`src/grf_pkg.sv`:
```
// How it works
// manual mode uses the selected reference input
// bi-level and tri-level sync both accepted
// termination enable output follows configuration bit
// report standard, unknown or not-present
// output reference: none, or source plus lock
// lock state: locked, locking, unlocked
// program video never used as reference
// auto mode picks highest qualified input
// three priority slots, used in order
// valid after programmable 0..300 consecutive frames
// absent after programmable 0..100 missing frames
// fail-over status names locked input or none
// fail-over reset rescans from first slot
// time code from two lines, either valid
// last time code readable
// each trap gated by its own enable
// genlock-present trap when reference lost
// per program input phase-lock loss trap
// event on every fail-over reference change
// auto off: manual source only, no switching
package grf_pkg;

    // ----------------------------------------------------------------
    // register map (byte addresses)
    // ----------------------------------------------------------------
    localparam logic [7:0] ADDR_CTRL    = 8'h00;
    localparam logic [7:0] ADDR_PRIO    = 8'h04;
    localparam logic [7:0] ADDR_TIMEOUT = 8'h08;
    localparam logic [7:0] ADDR_VITCLN  = 8'h0C;
    localparam logic [7:0] ADDR_RESET   = 8'h10;
    localparam logic [7:0] ADDR_STATUS  = 8'h14;
    localparam logic [7:0] ADDR_VITC    = 8'h18;
    localparam logic [7:0] ADDR_TRAP    = 8'h1C;

    // ctrl fields
    localparam int CTRL_SRC_LSB   = 0;
    localparam int CTRL_TERM_BIT  = 2;
    localparam int CTRL_AUTO_BIT  = 3;
    localparam int CTRL_TEN_LSB   = 4;   // 4 trap enables: present, pgm a, pgm b, event
    localparam int TIMEOUT_INV_LSB = 16;
    localparam int VITCLN_L2_LSB  = 16;

    localparam logic [8:0]  VALID_TO_MAX   = 9'd300;
    localparam logic [6:0]  INVALID_TO_MAX = 7'd100;
    localparam logic [10:0] VITC_LINE1_RST = 11'd14;
    localparam logic [10:0] VITC_LINE2_RST = 11'd16;
    localparam logic [1:0]  AXI_OKAY       = 2'b00;
    localparam logic [1:0]  AXI_SLVERR     = 2'b10;

    // reference input codes; 3 means none
    typedef enum logic [1:0] {
        GRF_REF_CARD  = 2'b00,
        GRF_REF_SHLF1 = 2'b01,
        GRF_REF_SHLF2 = 2'b10,
        GRF_REF_NONE  = 2'b11
    } grf_ref_t;

    typedef enum logic [1:0] {
        GRF_LK_UNLOCKED = 2'b00,
        GRF_LK_LOCKING  = 2'b01,
        GRF_LK_LOCKED   = 2'b10
    } grf_lock_t;

    // standard code: 0 = not present, 1F = unknown, else detected code
    localparam logic [4:0] STD_NOT_PRESENT = 5'h00;
    localparam logic [4:0] STD_UNKNOWN     = 5'h1F;

    // per reference input measurement from the sync separator
    typedef struct packed {
        logic       present;
        logic       std_known;
        logic [4:0] std_code;
        logic       tri_level;
    } grf_refin_t;

    typedef struct packed {
        logic        line_strobe;
        logic [10:0] line_num;
        logic        ok;
        logic [31:0] code;
    } grf_vitc_t;

    typedef struct packed {
        logic present;
        logic pgm_a;
        logic pgm_b;
        logic event_chg;
    } grf_traps_t;

endpackage : grf_pkg

```
`src/grf_top.sv`:
```
`timescale 1ns/100ps
module grf_top (
    // clock and reset
    input  wire logic                   core_clk,
    input  wire logic                   rstn,
    // axi4-lite slave
    input  wire logic [7:0]             s_axi_awaddr,
    input  wire logic                   s_axi_awvalid,
    output logic                        s_axi_awready,
    input  wire logic [31:0]            s_axi_wdata,
    input  wire logic [3:0]             s_axi_wstrb,
    input  wire logic                   s_axi_wvalid,
    output logic                        s_axi_wready,
    output logic [1:0]                  s_axi_bresp,
    output logic                        s_axi_bvalid,
    input  wire logic                   s_axi_bready,
    input  wire logic [7:0]             s_axi_araddr,
    input  wire logic                   s_axi_arvalid,
    output logic                        s_axi_arready,
    output logic [31:0]                 s_axi_rdata,
    output logic [1:0]                  s_axi_rresp,
    output logic                        s_axi_rvalid,
    input  wire logic                   s_axi_rready,
    // reference inputs: card, shelf 1, shelf 2; frame tick, pll lock, program phase, time code
    input  wire logic                   frame_tick,
    input  wire grf_pkg::grf_refin_t    ref_in [3],
    input  wire logic                   pll_locked,
    input  wire logic [1:0]             program_input_pair_phase_ok,
    input  wire grf_pkg::grf_vitc_t     vitc_in,
    // timing generator side
    output grf_pkg::grf_ref_t           ref_sel,
    output logic                        term_en,
    output grf_pkg::grf_traps_t         trap_pulse,
    output logic [1:0]                  trap_ref_code
);

    // ----------------------------------------------------------------
    // state
    // ----------------------------------------------------------------
    typedef struct packed {
        logic        awready;
        logic        wready;
        logic        aw_got;
        logic        w_got;
        logic [7:0]  awaddr;
        logic [31:0] wdata;
        logic [3:0]  wstrb;
        logic        bvalid;
        logic [1:0]  bresp;
        logic        arready;
        logic        rvalid;
        logic [31:0] rdata;
        logic [1:0]  rresp;
        logic [31:0] ctrl;
        logic [5:0]  prio;
        logic [8:0]  valid_to;
        logic [6:0]  invalid_to;
        logic [10:0] vline1;
        logic [10:0] vline2;
        logic [8:0]  vcnt0;
        logic [8:0]  vcnt1;
        logic [8:0]  vcnt2;
        logic [6:0]  icnt0;
        logic [6:0]  icnt1;
        logic [6:0]  icnt2;
        logic [2:0]  qual;
        logic        rescan;
        grf_pkg::grf_ref_t sel;
        logic [31:0] vitc;
        logic        vitc_valid;
        logic [1:0]  phase_q;
        logic        pres_q;
        grf_pkg::grf_traps_t traps;
        logic [1:0]  trap_code;
        logic        term;
    } grf_state_t;

    grf_state_t st;
    grf_state_t next_st;

    function automatic logic [31:0] apply_strb(input logic [31:0] old, input logic [31:0] d,
                                               input logic [3:0] s);
        logic [31:0] r;
        r = old;
        for (int i = 0; i < 4; i++) begin
            if (s[i]) begin
                r[i*8 +: 8] = d[i*8 +: 8];
            end
        end
        return r;
    endfunction : apply_strb

    function automatic logic is_mapped(input logic [7:0] a);
        return (a <= grf_pkg::ADDR_TRAP) && (a[1:0] == 2'b00);
    endfunction : is_mapped

    // qualifier step for one input: returns new {qual, vcnt, icnt}
    function automatic logic [16:0] qualify(input logic q, input logic pres,
                                            input logic [8:0] vc, input logic [6:0] ic,
                                            input logic [8:0] vto, input logic [6:0] ito);
        logic       nq;
        logic [8:0] nvc;
        logic [6:0] nic;
        nq  = q;
        nvc = vc;
        nic = ic;
        if (pres) begin
            nic = 7'd0;
            if (!q) begin
                if (vc >= vto) begin
                    nq  = 1'b1;
                    nvc = 9'd0;
                end else begin
                    nvc = vc + 9'd1;
                end
            end
        end else begin
            nvc = 9'd0;
            if (q) begin
                if (ic >= ito) begin
                    nq  = 1'b0;
                    nic = 7'd0;
                end else begin
                    nic = ic + 7'd1;
                end
            end
        end
        return {nq, nvc, nic};
    endfunction : qualify

    // ----------------------------------------------------------------
    // next state
    // ----------------------------------------------------------------
    logic [16:0]        qr [3];
    logic [2:0]         qnew;
    grf_pkg::grf_ref_t  pick;
    grf_pkg::grf_ref_t  msrc;
    grf_pkg::grf_lock_t lk;
    logic [4:0]         stdc;
    logic               cur_pres;
    logic [31:0]        rd;

    always_comb begin
        next_st = st;
        next_st.traps = '0;
        msrc = grf_pkg::grf_ref_t'({1'b0, st.ctrl[grf_pkg::CTRL_SRC_LSB]} |
                                   {st.ctrl[grf_pkg::CTRL_SRC_LSB + 1], 1'b0});
        if (msrc == grf_pkg::GRF_REF_NONE) begin
            msrc = grf_pkg::GRF_REF_CARD;
        end
        // write channel
        if (s_axi_awvalid && st.awready) begin
            next_st.aw_got  = 1'b1;
            next_st.awready = 1'b0;
            next_st.awaddr  = s_axi_awaddr;
        end
        if (s_axi_wvalid && st.wready) begin
            next_st.w_got  = 1'b1;
            next_st.wready = 1'b0;
            next_st.wdata  = s_axi_wdata;
            next_st.wstrb  = s_axi_wstrb;
        end
        if (st.aw_got && st.w_got && !st.bvalid) begin
            next_st.bvalid = 1'b1;
            next_st.bresp  = is_mapped(st.awaddr) ? grf_pkg::AXI_OKAY : grf_pkg::AXI_SLVERR;
            if (st.awaddr == grf_pkg::ADDR_CTRL) begin
                next_st.ctrl = apply_strb(st.ctrl, st.wdata, st.wstrb);
            end else if (st.awaddr == grf_pkg::ADDR_PRIO) begin
                next_st.prio = 6'(apply_strb({26'd0, st.prio}, st.wdata, st.wstrb));
            end else if (st.awaddr == grf_pkg::ADDR_TIMEOUT) begin
                next_st.valid_to = (st.wdata[8:0] > grf_pkg::VALID_TO_MAX) ?
                                   grf_pkg::VALID_TO_MAX : st.wdata[8:0];
                next_st.invalid_to = (st.wdata[grf_pkg::TIMEOUT_INV_LSB +: 7] >
                                      grf_pkg::INVALID_TO_MAX) ? grf_pkg::INVALID_TO_MAX :
                                     st.wdata[grf_pkg::TIMEOUT_INV_LSB +: 7];
            end else if (st.awaddr == grf_pkg::ADDR_VITCLN) begin
                next_st.vline1 = st.wdata[10:0];
                next_st.vline2 = st.wdata[grf_pkg::VITCLN_L2_LSB +: 11];
            end else if (st.awaddr == grf_pkg::ADDR_RESET) begin
                next_st.rescan = 1'b1;
            end
        end
        if (st.bvalid && s_axi_bready) begin
            next_st.bvalid  = 1'b0;
            next_st.aw_got  = 1'b0;
            next_st.w_got   = 1'b0;
            next_st.awready = 1'b1;
            next_st.wready  = 1'b1;
        end
        // qualification per input, frame-clocked
        for (int i = 0; i < 3; i++) begin
            qr[i] = qualify(st.qual[i], ref_in[i].present,
                            (i == 0) ? st.vcnt0 : (i == 1) ? st.vcnt1 : st.vcnt2,
                            (i == 0) ? st.icnt0 : (i == 1) ? st.icnt1 : st.icnt2,
                            st.valid_to, st.invalid_to);
            qnew[i] = qr[i][16];
        end
        // any sync type counts as present
        if (frame_tick) begin
            next_st.qual  = qnew;
            next_st.vcnt0 = qr[0][15:7];
            next_st.vcnt1 = qr[1][15:7];
            next_st.vcnt2 = qr[2][15:7];
            next_st.icnt0 = qr[0][6:0];
            next_st.icnt1 = qr[1][6:0];
            next_st.icnt2 = qr[2][6:0];
        end
        // selection: only reference inputs are candidates
        pick = grf_pkg::GRF_REF_NONE;
        for (int s = 2; s >= 0; s--) begin
            if (st.prio[s*2 +: 2] != 2'b11 && st.qual[st.prio[s*2 +: 2]]) begin
                pick = grf_pkg::grf_ref_t'(st.prio[s*2 +: 2]);
            end
        end
        if (!st.ctrl[grf_pkg::CTRL_AUTO_BIT]) begin
            next_st.sel = msrc;
        end else if (st.rescan || st.sel == grf_pkg::GRF_REF_NONE ||
                     !st.qual[st.sel] || pick != st.sel) begin
            next_st.sel = pick;
        end
        next_st.rescan = (st.awaddr == grf_pkg::ADDR_RESET) && st.aw_got && st.w_got &&
                         !st.bvalid;
        if (next_st.sel != st.sel && st.ctrl[grf_pkg::CTRL_AUTO_BIT] &&
            st.ctrl[grf_pkg::CTRL_TEN_LSB + 3]) begin
            next_st.traps.event_chg = 1'b1;
            next_st.trap_code = next_st.sel;
        end
        // time code: either line good gives a reading
        if (vitc_in.line_strobe && vitc_in.ok &&
            (vitc_in.line_num == st.vline1 || vitc_in.line_num == st.vline2)) begin
            next_st.vitc       = vitc_in.code;
            next_st.vitc_valid = 1'b1;
        end
        // traps on falling edges of condition
        cur_pres = (st.sel != grf_pkg::GRF_REF_NONE) && ref_in[st.sel].present;
        next_st.pres_q  = cur_pres;
        next_st.phase_q = program_input_pair_phase_ok;
        next_st.traps.present = st.pres_q && !cur_pres &&
                                st.ctrl[grf_pkg::CTRL_TEN_LSB];
        next_st.traps.pgm_a = st.phase_q[0] && !program_input_pair_phase_ok[0] &&
                              st.ctrl[grf_pkg::CTRL_TEN_LSB + 1];
        next_st.traps.pgm_b = st.phase_q[1] && !program_input_pair_phase_ok[1] &&
                              st.ctrl[grf_pkg::CTRL_TEN_LSB + 2];
        next_st.term = st.ctrl[grf_pkg::CTRL_TERM_BIT];
        // status word
        stdc = grf_pkg::STD_NOT_PRESENT;
        if (cur_pres) begin
            stdc = ref_in[st.sel].std_known ? ref_in[st.sel].std_code :
                   grf_pkg::STD_UNKNOWN;
        end
        if (!cur_pres || !st.qual[st.sel]) begin
            lk = grf_pkg::GRF_LK_UNLOCKED;
        end else if (pll_locked) begin
            lk = grf_pkg::GRF_LK_LOCKED;
        end else begin
            lk = grf_pkg::GRF_LK_LOCKING;
        end
        // read channel
        rd = 32'h0000_0000;
        if (st.arready == 1'b0 && st.rvalid && s_axi_rready) begin
            next_st.rvalid  = 1'b0;
            next_st.arready = 1'b1;
        end
        if (s_axi_arvalid && st.arready) begin
            if (s_axi_araddr == grf_pkg::ADDR_CTRL) begin
                rd = st.ctrl;
            end else if (s_axi_araddr == grf_pkg::ADDR_PRIO) begin
                rd = {26'd0, st.prio};
            end else if (s_axi_araddr == grf_pkg::ADDR_TIMEOUT) begin
                rd = {9'd0, st.invalid_to, 7'd0, st.valid_to};
            end else if (s_axi_araddr == grf_pkg::ADDR_VITCLN) begin
                rd = {5'd0, st.vline2, 5'd0, st.vline1};
            end else if (s_axi_araddr == grf_pkg::ADDR_STATUS) begin
                // source field none when no input is qualified; locked field none unless locked
                rd = {st.vitc_valid, 14'd0, ref_in[0].tri_level, 2'd0, st.qual, stdc,
                      lk, (st.qual == 3'b000) ? grf_pkg::GRF_REF_NONE : st.sel,
                      (lk == grf_pkg::GRF_LK_LOCKED) ? st.sel : grf_pkg::GRF_REF_NONE};
            end else if (s_axi_araddr == grf_pkg::ADDR_VITC) begin
                rd = st.vitc;
            end
            next_st.arready = 1'b0;
            next_st.rvalid  = 1'b1;
            next_st.rdata   = rd;
            next_st.rresp   = is_mapped(s_axi_araddr) ? grf_pkg::AXI_OKAY : grf_pkg::AXI_SLVERR;
        end
    end

    // ----------------------------------------------------------------
    // registers
    // ----------------------------------------------------------------
    always_ff @(posedge core_clk or negedge rstn) begin
        if (!rstn) begin
            st            <= '0;
            st.awready    <= 1'b1;
            st.wready     <= 1'b1;
            st.arready    <= 1'b1;
            st.prio       <= 6'h24;
            st.valid_to   <= 9'd0;
            st.invalid_to <= 7'd0;
            st.vline1     <= grf_pkg::VITC_LINE1_RST;
            st.vline2     <= grf_pkg::VITC_LINE2_RST;
            st.sel        <= grf_pkg::GRF_REF_CARD;
        end else begin
            st <= next_st;
        end
    end

    // ----------------------------------------------------------------
    // outputs
    // ----------------------------------------------------------------
    assign s_axi_awready = st.awready;
    assign s_axi_wready  = st.wready;
    assign s_axi_bvalid  = st.bvalid;
    assign s_axi_bresp   = st.bresp;
    assign s_axi_arready = st.arready;
    assign s_axi_rvalid  = st.rvalid;
    assign s_axi_rdata   = st.rdata;
    assign s_axi_rresp   = st.rresp;
    assign ref_sel       = st.sel;
    assign term_en       = st.term;
    assign trap_pulse    = st.traps;
    assign trap_ref_code = st.trap_code;

endmodule : grf_top

```
`config.mk`:
```
export PLATFORM = sky130hd
export DESIGN_NAME = grf_top
export DESIGN_NICKNAME = d
export VERILOG_FILES = /design/src/grf_pkg.sv /design/src/grf_top.sv
export SDC_FILE = /design/constraint.sdc
export NUM_CORES = 1
export LEC_CHECK = 0
export BUFFER_PORTS_ARGS = -buffer_cell sky130_fd_sc_hd__buf_2
export CAP_MARGIN = 20
export CELL_PAD_IN_SITES_DETAIL_PLACEMENT = 1
export CELL_PAD_IN_SITES_GLOBAL_PLACEMENT = 1
export CORE_MARGIN = 3
export CORE_UTILIZATION = 45
export CTS_CLUSTER_DIAMETER = 40
export DETAILED_ROUTE_END_ITERATION = 10
export PLACE_DENSITY = 0.88
export SLEW_MARGIN = 40
export SYNTH_ARGS = -nofsm -noshare
export SYNTH_HDL_FRONTEND = slang
export SYNTH_SLANG_ARGS = --single-unit
export TNS_END_PERCENT = 30
```
`constraint.sdc`:
```
create_clock -name core_clk -period 6.1 [get_ports core_clk]
set_clock_uncertainty 0.2 [all_clocks]
set_input_delay 0.61 -clock core_clk [delete_from_list [all_inputs] [get_ports core_clk]]
set_output_delay 0.61 -clock core_clk [all_outputs]
set_load 0.02 [all_outputs]
```
==> run metrics <==
outcome=complete, no violations; routed vias/inst=between 6 and 7; Synth area leader=dfrtp_1; count leader, synth=dfrtp_1; largest net degree at the start of global routing=156; YS warnings=0; Clock Latency Late Sink=530 ps; gpl congestion=about 0.86; worst-path fanout max=8; Async SR Flop Fraction=100%; Storage cell area=6440 µm²; Rows=62; Setup Fix Bufs, Post-CTS=0; Hold Violations, Final=0; CP Class=flip-flop to flip-flop; Starting Density=46.4%; EDFF count, synth=0; antenna violations before repair=6; combinational family with the most area after synthesis=compound AO/OA/AOI/OAI gates; grt total ovfl=0; Clock Path Buffers=3; synthesized area=13500 µm²; WP data arrival=about 3200 ps; Synth Instances=~1.3k; CP Launch Type=flip-flop; Seq/Total Area, Yosys=47.6%; Worst Tran Pin Value=between 800 and 900 ps; Max Clk Rate=about 340 MHz; die height=approximately 180 µm; Clock Sinks=257; P_leak=7.44 nW; Wirelength per Cell=26.6 µm; CTS tree=built; Worst-path clk slew=around 60 ps; Min Clock Period, post-route=a little under 3000 ps; Setup TNS=0 ps; Post-Synth Adder-Cell Area=4.99%; pwr/cell area=413 nW/µm²; # DRC=0; met1 global-route usage=34.3%; area of the multi-input gates=6350 µm²; HPWL Detailed=30.0 mm; antenna-violating nets left=0; CP peak stage delay=around 670 ps; final WL=a little under 50 mm; die width=179 µm; DR iter-0 viols=1196; IO Port Bufs=~180; Netlist cell types=74; DRT Pass-1 Iters=6; Final period util=48.7%; nets=1599; max-cap viol count=0; GRT Total Usage=27.7%; Crit path max-delay family=simple AND/OR/NAND/NOR gates; WP buf/inv=0; Post-Synth XOR/XNOR Area=roughly 1.9%; detailed-route via count=11.6k; Critical Path Sink Type=flip-flop; final core occ=54.3%; first-pass GRT wire length=69.4 mm; GRT Max-Usage Layer=met2; Clock Tree Root=clkbuf_16; Die ar.=32200 µm²; Top FF cell, synth=dfrtp_1; Rel. slew slack=40.1%; CTS H-tree depth=2; cts bufs inserted=39; met3 Resource Use GR=between 3 and 4%; simple-gate share of the synthesized area=approximately 13%; ratio of cells with drive above 1 in the final layout=between 20 and 30%; met2 usage=around 48%; syn avg cell area=10.5 µm²; core area=29200 µm²; Yosys top cell area share=between 40% and 50%; Area contributors post-synth=dfrtp_1 (46%), mux2_2 (11%), ha_1 (5.0%), o21ai_0 (3.7%), a21oi_1 (2.8%); CP max stage cell=nor4_2; final setup vio count=0; Seq cells post-synth=257; Top Ports=between 150 and 200; WP data required=6300 ps; Final Slew Violations=0; RSZ-0062 raised after global routing=false; Hold WC Path Type=input port to flip-flop; maximum VDD drop=0.204 mV; Compound-Gate Fraction of Synth Area=14.1%; Post-synth top cells=dfrtp_1 (248), mux2_2 (138), nand2_1 (100), o21ai_0 (100), a21oi_1 (75); Area Growth Syn to Fin=17.0%; fill count=between 3k and 4k; post-synthesis mux area share=12.9%; vias in the first global route=12.3k; crit-path cells=nor2_1, nand3_1, nor4_2, nand2_1, mux2_2
==> through the flow <==
stage | instances | hold slack (ps) | cell area, µm² | total power (W) | setup slack, ps
floorplan | 1284 | 114 | 13500 | 0.00347 | 3810
global placement | 1753 | 232 | 14400 | 0.00387 | 2970
detailed placement | 1753 | 239 | 14400 | 0.00404 | 2840
CTS | 1826 | 0.207 | 15700 | 0.00642 | 3140
global route | 1835 | 6.17 | 15800 | 0.00676 | 3040
finish | 1838 | 14.5 | 15800 | 0.00653 | 3130
==> final timing paths <==
kind,startpoint,endpoint,slack [ps],cells after the start
max in group asynchronous,rstn,st[140],4170,4
worst max register to register,s_axi_bvalid,st[154],3130,5
min in group asynchronous,rstn,st[232],380,2
worst min register to register,next_st[0],term_en,260,0
worst max-delay path,s_axi_bvalid,st[154],3130,5
worst min-delay path,program_input_pair_phase_ok[0],st[8],10,1
==> worst reg2reg max path, delay by kind of cell (launching register included) <==
| family | cells | cell delay (ps) |
|---|---|---|
| flip-flops | 1 | 440 |
| multiplexers | 1 | 460 |
| AND/OR/NAND/NOR | 4 | 1740 |
==> routing by layer <==
layer	wire (µm)	share of wire, %
met2	24200	49
met4	2800	5.7
met5	5	0.010
met1	18400	38
met3	3540	7.2
==> layout by cell type, fill, tap and decap left out, drive strengths merged, types with 23 or more instances in the layout <==
cell,n
a21oi,77
buf,185
clkbuf,46
dfrtp,248
ha,54
inv,50
mux2,139
nand2,101
nand2b,25
nand3,30
nor2,72
nor3,23
o21ai,102
==> power by group <==
part	switching, W	internal [W]	leakage [nW]
Clock	0.000900	0.00144	0.665
Sequential	0.000516	0.00207	3.38
Combinational	0.000991	0.000617	3.39
Total	0.00241	0.00413	7.44
==> final cells by class <==
cell class | count | share of cell area [%]
Clock inverter | 26 | 1.83
Antenna cell | 10 | 0.158
Sequential cell | 257 | 40.7
Timing Repair Buffer | 186 | 6.45
Inverter | 43 | 1.02
Clock buffer | 46 | 6.72
Multi-Input combinational cell | 886 | 40.1
Tap cell | 384 | 3.03
==> flip-flops by register name (all words and copies together), names as in the netlist <==
| register | count |
|---|---|
| s_axi_rvalid | 1 |
| next_st | 1 |
| s_axi_rresp | 1 |
| s_axi_bvalid | 1 |
| trap_ref_code | 2 |
| s_axi_rdata | 32 |
| trap_pulse | 4 |
| ref_sel | 2 |
| term_en | 1 |
| s_axi_bresp | 1 |
| s_axi_arready | 1 |
| s_axi_awready | 1 |
| s_axi_wready | 1 |
| st | 208 |
==> repair_timing <==
action                    4_1_cts  5_1_grt
hold endpoints to repair       99        0
resized for setup               0        0
hold buffers                    1        0
==> kinds of logic (layout without fill, tap and decap cells) <==
group,Yosys count,count (layout)
DFF,257,257
xor gates and xnor gates,30,30
buffers and inverters,141,301
and+or+nand+nor,337,337
muxes,157,157
AOI/OAI and AO/OA,306,306
other,1,12
adders and majority gates,54,54
Note: power is estimated with default switching activity, not from simulation.
